===== src/erpi_pkg.sv =====
// Package of constants and types for the external RAM port interface.
package erpi_pkg;
  localparam int unsigned CLK_PERIOD_NS = 40;
  localparam int unsigned INSTR_NS = 250;
  localparam int unsigned ACCESS_MIN_NS = 1000;
  localparam int unsigned ACCESS_MAX_NS = 2000;
  localparam int unsigned INSTR_CYC_I = (INSTR_NS + CLK_PERIOD_NS - 1) / CLK_PERIOD_NS;
  localparam int unsigned ACCESS_CYC_I = (ACCESS_MIN_NS + CLK_PERIOD_NS - 1) / CLK_PERIOD_NS;
  localparam int unsigned TMR_W = 8;
  localparam logic [TMR_W-1:0] INSTR_CYC = TMR_W'(INSTR_CYC_I);
  localparam logic [TMR_W-1:0] ACCESS_CYC = TMR_W'(ACCESS_CYC_I);
  localparam int unsigned ADDR_W = 16;
  localparam int unsigned DATA_W = 8;
  localparam logic [7:0] ADDR_RST = 8'h00;
  localparam logic [7:0] DATA_RST = 8'h00;
  typedef enum logic [1:0] {
    ERPI_IDLE = 2'b00,
    ERPI_ADDR = 2'b01,
    ERPI_STROBE = 2'b11,
    ERPI_HOLD = 2'b10
  } erpi_state_t;
endpackage


===== src/erpi_tmr_if.sv =====
// Interface between the sequencer and its instruction-cycle timer.
`timescale 1ns/1ps
interface erpi_tmr_if;
  logic start;
  logic [erpi_pkg::TMR_W-1:0] len;
  logic done;
  modport ctrl (output start, output len, input done);
  modport tmr (input start, input len, output done);
endinterface


===== src/erpi_timer.sv =====
// Down-counting timer that paces each step of a memory sequence.
`timescale 1ns/1ps
module erpi_timer (
  input wire logic clk,
  input wire logic rst_n,
  erpi_tmr_if.tmr t
);
  import erpi_pkg::*;
  logic [TMR_W-1:0] cnt;
  logic [TMR_W-1:0] next_cnt;
  wire cnt_live = (cnt != TMR_W'(0));
  assign next_cnt = t.start ? t.len : (cnt_live ? cnt - TMR_W'(1) : cnt);
  assign t.done = (cnt == TMR_W'(1));
  always_ff @(posedge clk or negedge rst_n) begin
    if (!rst_n) cnt <= '0;
    else cnt <= next_cnt;
  end
endmodule


===== src/erpi_top.sv =====
// Sequencer that drives an external byte-wide RAM through address, data and control ports.
`timescale 1ns/1ps
module erpi_top (
  input wire logic clk,
  input wire logic rstn,
  input wire logic req_valid,
  output logic req_ready,
  input wire logic req_write,
  input wire logic [erpi_pkg::ADDR_W-1:0] req_addr,
  input wire logic [erpi_pkg::DATA_W-1:0] req_wdata,
  output logic rsp_valid,
  output logic [erpi_pkg::DATA_W-1:0] rsp_rdata,
  output logic [7:0] mem_addr_high_port,
  output logic [7:0] mem_addr_low_port,
  input wire logic [erpi_pkg::DATA_W-1:0] io_vector_port_in,
  output logic [erpi_pkg::DATA_W-1:0] io_vector_port_out,
  output logic io_vector_port_oe,
  output logic mem_rd_n,
  output logic mem_wr_n
);
  import erpi_pkg::*;

  // ----------------------------------------
  // Decode helpers
  // ----------------------------------------
  // A step ends on the edge at which the timer expires while the sequencer sits in that step.
  function automatic logic step_over(
    input erpi_state_t cur,
    input erpi_state_t at,
    input logic done
  );
    step_over = (cur == at) && done;
  endfunction

  // ----------------------------------------
  // Reset synchroniser
  // ----------------------------------------
  // Reset takes hold at once but leaves on a clock edge, so no flop sees a release near its edge.
  logic rst_meta;
  logic rst_n;

  always_ff @(posedge clk or negedge rstn) begin
    if (!rstn) begin
      rst_meta <= 1'b0;
      rst_n <= 1'b0;
    end else begin
      rst_meta <= 1'b1;
      rst_n <= rst_meta;
    end
  end

  // ----------------------------------------
  // Data port synchroniser
  // ----------------------------------------
  // The RAM drives the data port asynchronously, so it is retimed before use.
  logic [DATA_W-1:0] din_meta;
  logic [DATA_W-1:0] din_sync;

  always_ff @(posedge clk or negedge rst_n) begin
    if (!rst_n) begin
      din_meta <= DATA_RST;
      din_sync <= DATA_RST;
    end else begin
      din_meta <= io_vector_port_in;
      din_sync <= din_meta;
    end
  end

  // ----------------------------------------
  // Step timer
  // ----------------------------------------
  // One shared counter paces the address, strobe and hold steps, so no two steps can overlap.
  erpi_tmr_if tif ();
  erpi_timer u_timer (
    .clk(clk),
    .rst_n(rst_n),
    .t(tif)
  );

  // ----------------------------------------
  // Sequencer decode
  // ----------------------------------------
  // Requests are looked at only in the idle step; a busy sequencer ignores them.
  erpi_state_t state;
  erpi_state_t next_state;
  logic op_write;
  wire take = (state == ERPI_IDLE) && req_valid;
  wire step = tif.done;
  wire addr_end = step_over(state, ERPI_ADDR, step);
  wire strobe_end = step_over(state, ERPI_STROBE, step);
  wire hold_end = step_over(state, ERPI_HOLD, step);
  wire read_cycle = !op_write;

  assign req_ready = (state == ERPI_IDLE);
  assign tif.start = take | addr_end | strobe_end;
  assign tif.len = addr_end ? ACCESS_CYC : INSTR_CYC;

  always_comb begin
    next_state = state;
    unique case (state)
      ERPI_IDLE: begin
        if (take) next_state = ERPI_ADDR;
      end
      ERPI_ADDR: begin
        if (step) next_state = ERPI_STROBE;
      end
      ERPI_STROBE: begin
        if (step) next_state = ERPI_HOLD;
      end
      ERPI_HOLD: begin
        if (step) next_state = ERPI_IDLE;
      end
    endcase
  end

  // ----------------------------------------
  // Address and data next values
  // ----------------------------------------
  // The address is held after the access so a following cycle can reuse it.
  logic [7:0] next_mem_addr_high_port;
  logic [7:0] next_mem_addr_low_port;
  logic next_op_write;
  logic [DATA_W-1:0] next_io_vector_port_out;
  logic next_io_vector_port_oe;

  assign next_mem_addr_high_port = take ? req_addr[ADDR_W-1:8] : mem_addr_high_port;
  assign next_mem_addr_low_port = take ? req_addr[7:0] : mem_addr_low_port;
  assign next_op_write = take ? req_write : op_write;
  assign next_io_vector_port_out = take ? req_wdata : io_vector_port_out;
  // Data stays driven through the hold step so the write ends with stable data.
  assign next_io_vector_port_oe = take ? req_write : (hold_end ? 1'b0 : io_vector_port_oe);

  // ----------------------------------------
  // Control and response next values
  // ----------------------------------------
  // Both strobes come from one decode, so they are never low together.
  logic next_mem_rd_n;
  logic next_mem_wr_n;
  logic [DATA_W-1:0] next_rsp_rdata;
  logic next_rsp_valid;

  assign next_mem_rd_n = addr_end ? op_write : (strobe_end ? 1'b1 : mem_rd_n);
  assign next_mem_wr_n = addr_end ? !op_write : (strobe_end ? 1'b1 : mem_wr_n);
  // Read data must reach the pin two clocks before the strobe ends to pass the retiming.
  assign next_rsp_rdata = (strobe_end && read_cycle) ? din_sync : rsp_rdata;
  // One response per access; pacing sets the isolated and looped byte rates.
  assign next_rsp_valid = hold_end;

  // ----------------------------------------
  // State register
  // ----------------------------------------
  // The sequencer leaves reset idle, so the first request is taken at once.
  always_ff @(posedge clk or negedge rst_n) begin
    if (!rst_n) state <= ERPI_IDLE;
    else state <= next_state;
  end

  // ----------------------------------------
  // Address and data registers
  // ----------------------------------------
  always_ff @(posedge clk or negedge rst_n) begin
    if (!rst_n) begin
      mem_addr_high_port <= ADDR_RST;
      mem_addr_low_port <= ADDR_RST;
    end else begin
      mem_addr_high_port <= next_mem_addr_high_port;
      mem_addr_low_port <= next_mem_addr_low_port;
    end
  end

  always_ff @(posedge clk or negedge rst_n) begin
    if (!rst_n) begin
      op_write <= 1'b0;
      io_vector_port_out <= DATA_RST;
    end else begin
      op_write <= next_op_write;
      io_vector_port_out <= next_io_vector_port_out;
    end
  end

  always_ff @(posedge clk or negedge rst_n) begin
    if (!rst_n) io_vector_port_oe <= 1'b0;
    else io_vector_port_oe <= next_io_vector_port_oe;
  end

  // ----------------------------------------
  // Control and response registers
  // ----------------------------------------
  // Strobes leave reset inactive, so the RAM sees no access while reset settles.
  always_ff @(posedge clk or negedge rst_n) begin
    if (!rst_n) begin
      mem_rd_n <= 1'b1;
      mem_wr_n <= 1'b1;
    end else begin
      mem_rd_n <= next_mem_rd_n;
      mem_wr_n <= next_mem_wr_n;
    end
  end

  always_ff @(posedge clk or negedge rst_n) begin
    if (!rst_n) rsp_rdata <= DATA_RST;
    else rsp_rdata <= next_rsp_rdata;
  end

  always_ff @(posedge clk or negedge rst_n) begin
    if (!rst_n) rsp_valid <= 1'b0;
    else rsp_valid <= next_rsp_valid;
  end
endmodule


===== config.mk =====
export PLATFORM = sky130hd
export DESIGN_NAME = erpi_top
export DESIGN_NICKNAME = d
export VERILOG_FILES = /design/src/erpi_pkg.sv /design/src/erpi_tmr_if.sv /design/src/erpi_timer.sv /design/src/erpi_top.sv
export SDC_FILE = /design/constraint.sdc
export NUM_CORES = 1
export LEC_CHECK = 0
export ABC_AREA = 1
export BUFFER_PORTS_ARGS = -buffer_cell sky130_fd_sc_hd__buf_2
export CAP_MARGIN = 10
export CORE_MARGIN = 3
export CORE_UTILIZATION = 50
export CTS_CLUSTER_DIAMETER = 50
export DETAILED_ROUTE_END_ITERATION = 6
export PLACE_DENSITY = 0.81
export SLEW_MARGIN = 15
export SYNTH_ARGS = -nofsm -noshare
export SYNTH_HDL_FRONTEND = slang
export SYNTH_SLANG_ARGS = --single-unit

===== constraint.sdc =====
create_clock -name clk -period 4.35 [get_ports clk]
set_input_delay 0.2175 -clock clk [delete_from_list [all_inputs] [get_ports clk]]
set_output_delay 0.2175 -clock clk [all_outputs]
set_load 0.01 [all_outputs]

# After elaboration in Yosys (flattened, before gate mapping)
# Cells that the tools add are included.
[totals] ff_bits=65 latchBits=0 ramBits=0 romBits=0 inputBits=36 out_inout_bits=37 wordCells=51 mem_count=0
[op_classes] addsub=1 multipliers=0 div_mod_pow=0 magnitude_cmp=0 n_eq_ne=8 shifts=0 muxes=13 bitwise_logic=2 n_reduce_logical=12
[ops] op="$mux 8" n=2
[ops] op="$eq 8x1->1 const B" n=1
[ops] op="$mux 2" n=4
[ops] op="$pmux 2 s4" n=1
[ops] op="$reduce_bool 8->1" n=1
[ops] op="$sub 8x1->8 const B" n=1
[ops] op="$ne 2x2->1 const B" n=3
[ops] op="$reduce_bool 2->1" n=3
[ops] op="$logic_and 1x1->1" n=5
[ops] op="$mux 1" n=5
[ops] op="$mux 5" n=1
[ops] op="$eq 2x2->1 const B" n=2
[ops] op="$reduce_and 4->1" n=1
[ops] op="$eq 2x1->1 const B" n=1
[ops] op="$logic_not 2->1" n=1
[ops] op="$ne 2x1->1 const B" n=1
[ops] op="$or 1x1->1" n=2
[ops] op="$logic_not 1->1" n=1

# Depth between registers and ports, before layout
[logic_depth] word_depth=5 ltp_mapped=9 mapped_depth_nobuf=9

# Hierarchy
# From an unflattened synthesis, not the netlist that was laid out.
[hier_totals] hier_cells=267 hier_area_um2=2660.1
[modules_own_cells] module="erpi_top" instances=1 cells_each=189 area_each_um2=2039.5 seq_area_each_um2=1428.9
[modules_own_cells] module="erpi_timer" instances=1 cells_each=78 area_each_um2=620.6 seq_area_each_um2=200.2

# Least setup slack after synthesis
# Ideal clock, no wire load.
[synth_timing] path_kind="flip-flop to flip-flop" startpoint="register u_timer.cnt[1]" endpoint="register rsp_rdata[0] in the netlist's numbering" setup_time_ns=0.117 arrival_ns=1.200 required_ns=4.233 setup_slack_ns=3.033 path_stages_with_launch=10 path_buffers=0 synth_period_minus_slack_ns=1.317 cell_sequence="dfrtp_1 -> inv_1 -> ha_1 -> inv_1 -> nor2_4 -> nand2_4 -> nor2_8 -> nand2_4 -> nand2_1 -> nand2_1"
[synth_between] elab_chain_len=3
[synth_lines] element="start: declaration" line="erpi_timer.sv:9" text="logic [TMR_W-1:0] cnt;"
[synth_lines] element="start signal: assignment" line="erpi_timer.sv:16" text="else cnt <= next_cnt;"
[synth_lines] element="$eq 8x1->1" line="erpi_timer.sv:13" text="assign t.done = (cnt == TMR_W'(1));"
[synth_lines] element="$logic_and 1x1->1" line="erpi_top.sv:32" text="step_over = (cur == at) && done;"
[synth_lines] element="$logic_and 1x1->1" line="erpi_top.sv:145" text="assign next_rsp_rdata = (strobe_end && read_cycle) ? din_sync : rsp_rdata;"
[synth_lines] element="end signal: assignment" line="erpi_top.sv:202" text="else rsp_rdata <= next_rsp_rdata;"
[synth_lines] element="end: declaration" line="erpi_top.sv:12" text="output logic [erpi_pkg::DATA_W-1:0] rsp_rdata,"
# No other way between the ends.
# A chain may end at the register's enable or synchronous reset.

# Worst setup path in the final report
[layout_timing] startpoint="register state[0]" endpoint="register io_vector_port_oe"
[layout_between] elab_chain_len=3 elab_cells_between_ends=6 cone_classes="eq/ne (1); mux (1); reduce/logical (4)"
[layout_lines] element="start: declaration" line="erpi_top.sv:84" text="erpi_state_t state;"
[layout_lines] element="start signal: assignment" line="erpi_top.sv:155" text="else state <= next_state;"
[layout_lines] element="$eq 2x2->1 or $logic_not 2->1 (tied branches)" line="erpi_top.sv:32, erpi_top.sv:87"
[layout_lines] element="$logic_and 1x1->1 (on tied branches)" line="erpi_top.sv:32, erpi_top.sv:87"
[layout_lines] element="$reduce_bool 2->1 (no line) or $mux 1 (tied branches)"
[layout_lines] element="end signal: assignment" line="erpi_top.sv:183" text="else io_vector_port_oe <= next_io_vector_port_oe;"
[layout_lines] element="end: declaration" line="erpi_top.sv:17" text="output logic io_vector_port_oe,"
# Parallel ways exist; a longest one is shown, timed or not.

==> reports/qor.txt <==
CTS
-------------------------------------------------------------------------------------
Number of buffers between clock root and the deepest sink                           2
CTS buffer count                                                                    9
TritonCTS clock tree                                                              yes
CTS sink count                                                                     65
Quantity of gates resized following cts                                             0
CTS root buffer                                                          sky130_fd_sc_hd__clkbuf_8
Clock network latency to the later pin of the worst-skew pair                 0.33 ns
Post-CTS Setup Inserts                                                              0
Clock-pin slew of the registers on the worst-case setup and hold paths        0.08 ns
Maximum level of the CTS H-tree                                                     3
CTS Hold Buffers Added                                                              9

YOSYS
-------------------------------------------------------------------------------------
Post-Synth Simple-Gate Area                                                    0.2773
Synth top area share                                                           0.6108
Xor-xnor portion of the synthesized cell area                                0.006786
Post-synthesis sequential area ratio                                           0.6311
Yosys cell types                                                                   28
Dominant cell type by area after synthesis                               sky130_fd_sc_hd__dfrtp_1
Net count after synthesis                                                         303
Netlist area before placement                                                2581 um2
Dominant combinational cell family by area after synthesis               simple AND/OR/NAND/NOR gates
Flip-flop and latch count after synthesis                                          65
Compound-cell area share of the yosys netlist                                 0.02618
Yosys warnings                                                                      0
Synth Area in Adders                                                          0.01454
Post-synthesis cell count                                                         264
Post-synthesis average cell area                                            9.777 um2
Mux contribution to synthesized area                                                0
Synth area leaders                                                       sky130_fd_sc_hd__dfrtp_1 61%, sky130_fd_sc_hd__nand2_1 15%, sky130_fd_sc_hd__nor2_4 2.6%, sky130_fd_sc_hd__nand3_1 2.5%, sky130_fd_sc_hd__nor2_1 2.5%

FLOORPLAN
-------------------------------------------------------------------------------------
Core Area                                                                    4848 um2
Width of the chip                                                            77.85 um
Initial Util                                                                   0.5324
Die Area                                                                     6061 um2
Rows                                                                               25
I/O pin total                                                                      73
Die boundary height                                                          77.85 um

SETUP PATH
-------------------------------------------------------------------------------------
CP Capture Type                                                              register
Reg2Reg Launch Point                                                     state[0]$_DFFE_PN0P_
Maximum fanout along the worst path                                                29
Crit Reg-Reg Endpoint                                                    io_vector_port_oe$_DFFE_PN0P_
Endpoint of the worst setup timing path                                  io_vector_port_oe$_DFFE_PN0P_
Arrival time at the worst endpoint                                            2.09 ns
Setup crit start                                                         state[0]$_DFFE_PN0P_
Data required time of the worst path                                          4.54 ns
Worst Reg-to-Reg Cells                                                              5
Kind of start point of the critical path                                     register
Start-to-end type of the worst setup path                                register to register
Worst reg-to-reg setup slack                                                  2.45 ns

CELLS AND AREA
-------------------------------------------------------------------------------------
Final non-filler cell area                                                   3259 um2
Signed area change from the synthesized netlist to the final layout            26.27%
Count of filler cells inserted in the layout                                      351
Fraction of final layout cells sized beyond drive strength 1                   0.3305
Core occupancy in the finished layout                                          0.6723
Post-layout net count                                                             389
Diodes inserted                                                                     0
Cell Count, Final, Fillers Out                                                    421

GLOBAL ROUTING
-------------------------------------------------------------------------------------
Aggregate global-route resource usage                                          0.1978
Global-route wire length before repair                                        9101 um
Overall overflow remaining after global route                                       0
Via count of the first global-routing pass                                       1948
Maximum number of pins on one net before global-route repair                       64
Number of antenna violations at the first check in global routing                   0

PLACEMENT
-------------------------------------------------------------------------------------
Number of buffers added on ports                                                   72
Detailed-placement wirelength estimate                                        3577 um
Pre-CTS setup slack                                                          2.624 ns
Instance count after placement with tap cells included                            397
Cell Area, Placed                                                            2989 um2
Routability Congestion                                                         0.8093

STA
-------------------------------------------------------------------------------------
Clock Skew                                                                0.009008 ns
Setup TNS Final                                                                  0 ns
Max Fclk                                                                   0.5271 GHz
Smallest setup slack after layout                                            2.453 ns
Number of setup violations in the final report                                      0
Final count of hold timing violations                                               0
Worst Hold Margin                                                          0.07309 ns
Relative slew margins                                                          0.4975
Final cycle utilization of the critical path                                   0.4362
Transition time at the pin with the least slew margin                       0.7537 ns
Final count of pins violating max slew                                              0
RSZ-0062 raised after global routing                                            false
Post-layout min period                                                       1.897 ns

DETAILED ROUTING
-------------------------------------------------------------------------------------
Number of remaining DRC errors                                                      0
DR pass1 iterations                                                                 4
Routed via count divided by cell count                                          4.786
Count of antenna-violating nets left after detailed routing                         0
Violation count after the first detailed-route iteration                          119
WL per Instance                                                              13.04 um
Vias                                                                             2015
WL final                                                                      5488 um

POWER
-------------------------------------------------------------------------------------
Total power of the final layout                                              2.088 mW
LEAKAGE                                                                      1.804 nW
Power density over the cells                                             640.5 nW/um2
Peak VDD IR                                                                 0.3830 mV

MIN PATH
-------------------------------------------------------------------------------------
HP Class                                                                 primary input to register

RUN STATUS
-------------------------------------------------------------------------------------
Result of the run                                                        finished clean

RUN
-------------------------------------------------------------------------------------
Max Cap Violations                                                                  0

[cells in the mapped netlist]
cell type	number
sky130_fd_sc_hd__clkinv_2	1
sky130_fd_sc_hd__nor2_4	6
sky130_fd_sc_hd__conb_1	1
sky130_fd_sc_hd__clkbuf_1	1
sky130_fd_sc_hd__nand4_1	1
sky130_fd_sc_hd__nand2_1	106
sky130_fd_sc_hd__dfrtp_1	63
sky130_fd_sc_hd__nand2_4	2
sky130_fd_sc_hd__buf_6	1
sky130_fd_sc_hd__o21ai_1	2
sky130_fd_sc_hd__nor2_8	1
sky130_fd_sc_hd__nand3_1	13
sky130_fd_sc_hd__nor3_1	1
sky130_fd_sc_hd__nand3_2	2
sky130_fd_sc_hd__a21oi_1	6
sky130_fd_sc_hd__nor3_2	1
sky130_fd_sc_hd__xor2_1	1
sky130_fd_sc_hd__inv_1	9
sky130_fd_sc_hd__o21ai_0	4
sky130_fd_sc_hd__ha_1	3
sky130_fd_sc_hd__inv_2	7
sky130_fd_sc_hd__buf_4	2
sky130_fd_sc_hd__o21bai_1	1
sky130_fd_sc_hd__nand2_2	6
sky130_fd_sc_hd__xnor2_1	1
sky130_fd_sc_hd__buf_2	3
sky130_fd_sc_hd__nor2_1	17
sky130_fd_sc_hd__dfstp_2	2
[cells in the final DEF, fill, tap and decap left out, drive strengths merged, types with 2 or more instances in the layout]
master and n:
a21oi 6, buf 73, clkbuf 11, clkinv 3
clkinvlp 2, dfrtp 63, dfstp 2, dlygate4sd3 9
ha 3, inv 16, nand2 114, nand3 15
nor2 24, nor3 2, o21ai 6
[critical path, stage by stage (launching register included)]
cell                      delay (ns)
sky130_fd_sc_hd__dfrtp_1        0.50
sky130_fd_sc_hd__nor2_4         0.15
sky130_fd_sc_hd__nand2_2        0.33
sky130_fd_sc_hd__inv_2          0.45
sky130_fd_sc_hd__nand2_1        0.13
sky130_fd_sc_hd__o21ai_0        0.19
[final cells by class]
class                      instances  area [um2]  area share
clock buffer                      11       151.4     0.04645
clock inverter                     4       28.78    0.008829
inverter                          17       65.06     0.01996
multi-input combinational        175       842.1      0.2583
sequential                        65        1630      0.5002
tap                               67       83.83     0.02572
timing repair buffer              82       457.9      0.1405
[worst min path at each step]
stage                            start  depth (start not counted)  slack, ns                                end
after floorplan                   rstn                          0      -0.08                 rst_meta$_DFF_PN0_
after global placement            rstn                          1      0.005                 rst_meta$_DFF_PN0_
after detailed placement          rstn                          1      0.006                 rst_meta$_DFF_PN0_
after CTS                  req_addr[5]                          3       0.06   mem_addr_low_port[5]$_DFFE_PN0P_
after global routing      req_addr[12]                          3       0.07  mem_addr_high_port[4]$_DFFE_PN0P_
final                     req_addr[12]                          3       0.07  mem_addr_high_port[4]$_DFFE_PN0P_
[sequential cells by signal (all words and copies together) (netlist names)]
register	cells
din_meta	8
din_sync	8
io_vector_port_out	8
mem_addr_high_port	8
mem_addr_low_port	8
rsp_rdata	8
u_timer.cnt	8
state	2
io_vector_port_oe	1
mem_rd_n	1
mem_wr_n	1
op_write	1
rsp_valid	1
rst_meta	1
rst_n	1
[per-layer routing]
metal | wire length, um | GRT usage | up-vias
li1 | - | - | 984
met1 | 2332 | 0.2342 | 938
met2 | 2651 | 0.3339 | 77
met3 | 339 | 0.04640 | 16
met4 | 165 | 0.1032 | 0
met5 | 0 | 0 | -
[where the power goes]
part	internal [mW]	switching [mW]
registers	0.790	0.135
clock network	0.235	0.228
logic	0.271	0.428
[cells by family (layout without fill, tap and decap cells)]
kind of cell | count (synthesis) | count (layout)
flops | 65 | 65
buf+inv | 24 | 114
other cells | 1 | 1
compound gates | 13 | 13
xor+xnor | 2 | 2
simple gates | 156 | 156
fa+ha+maj | 3 | 3
(Power assumes the default switching activity.)
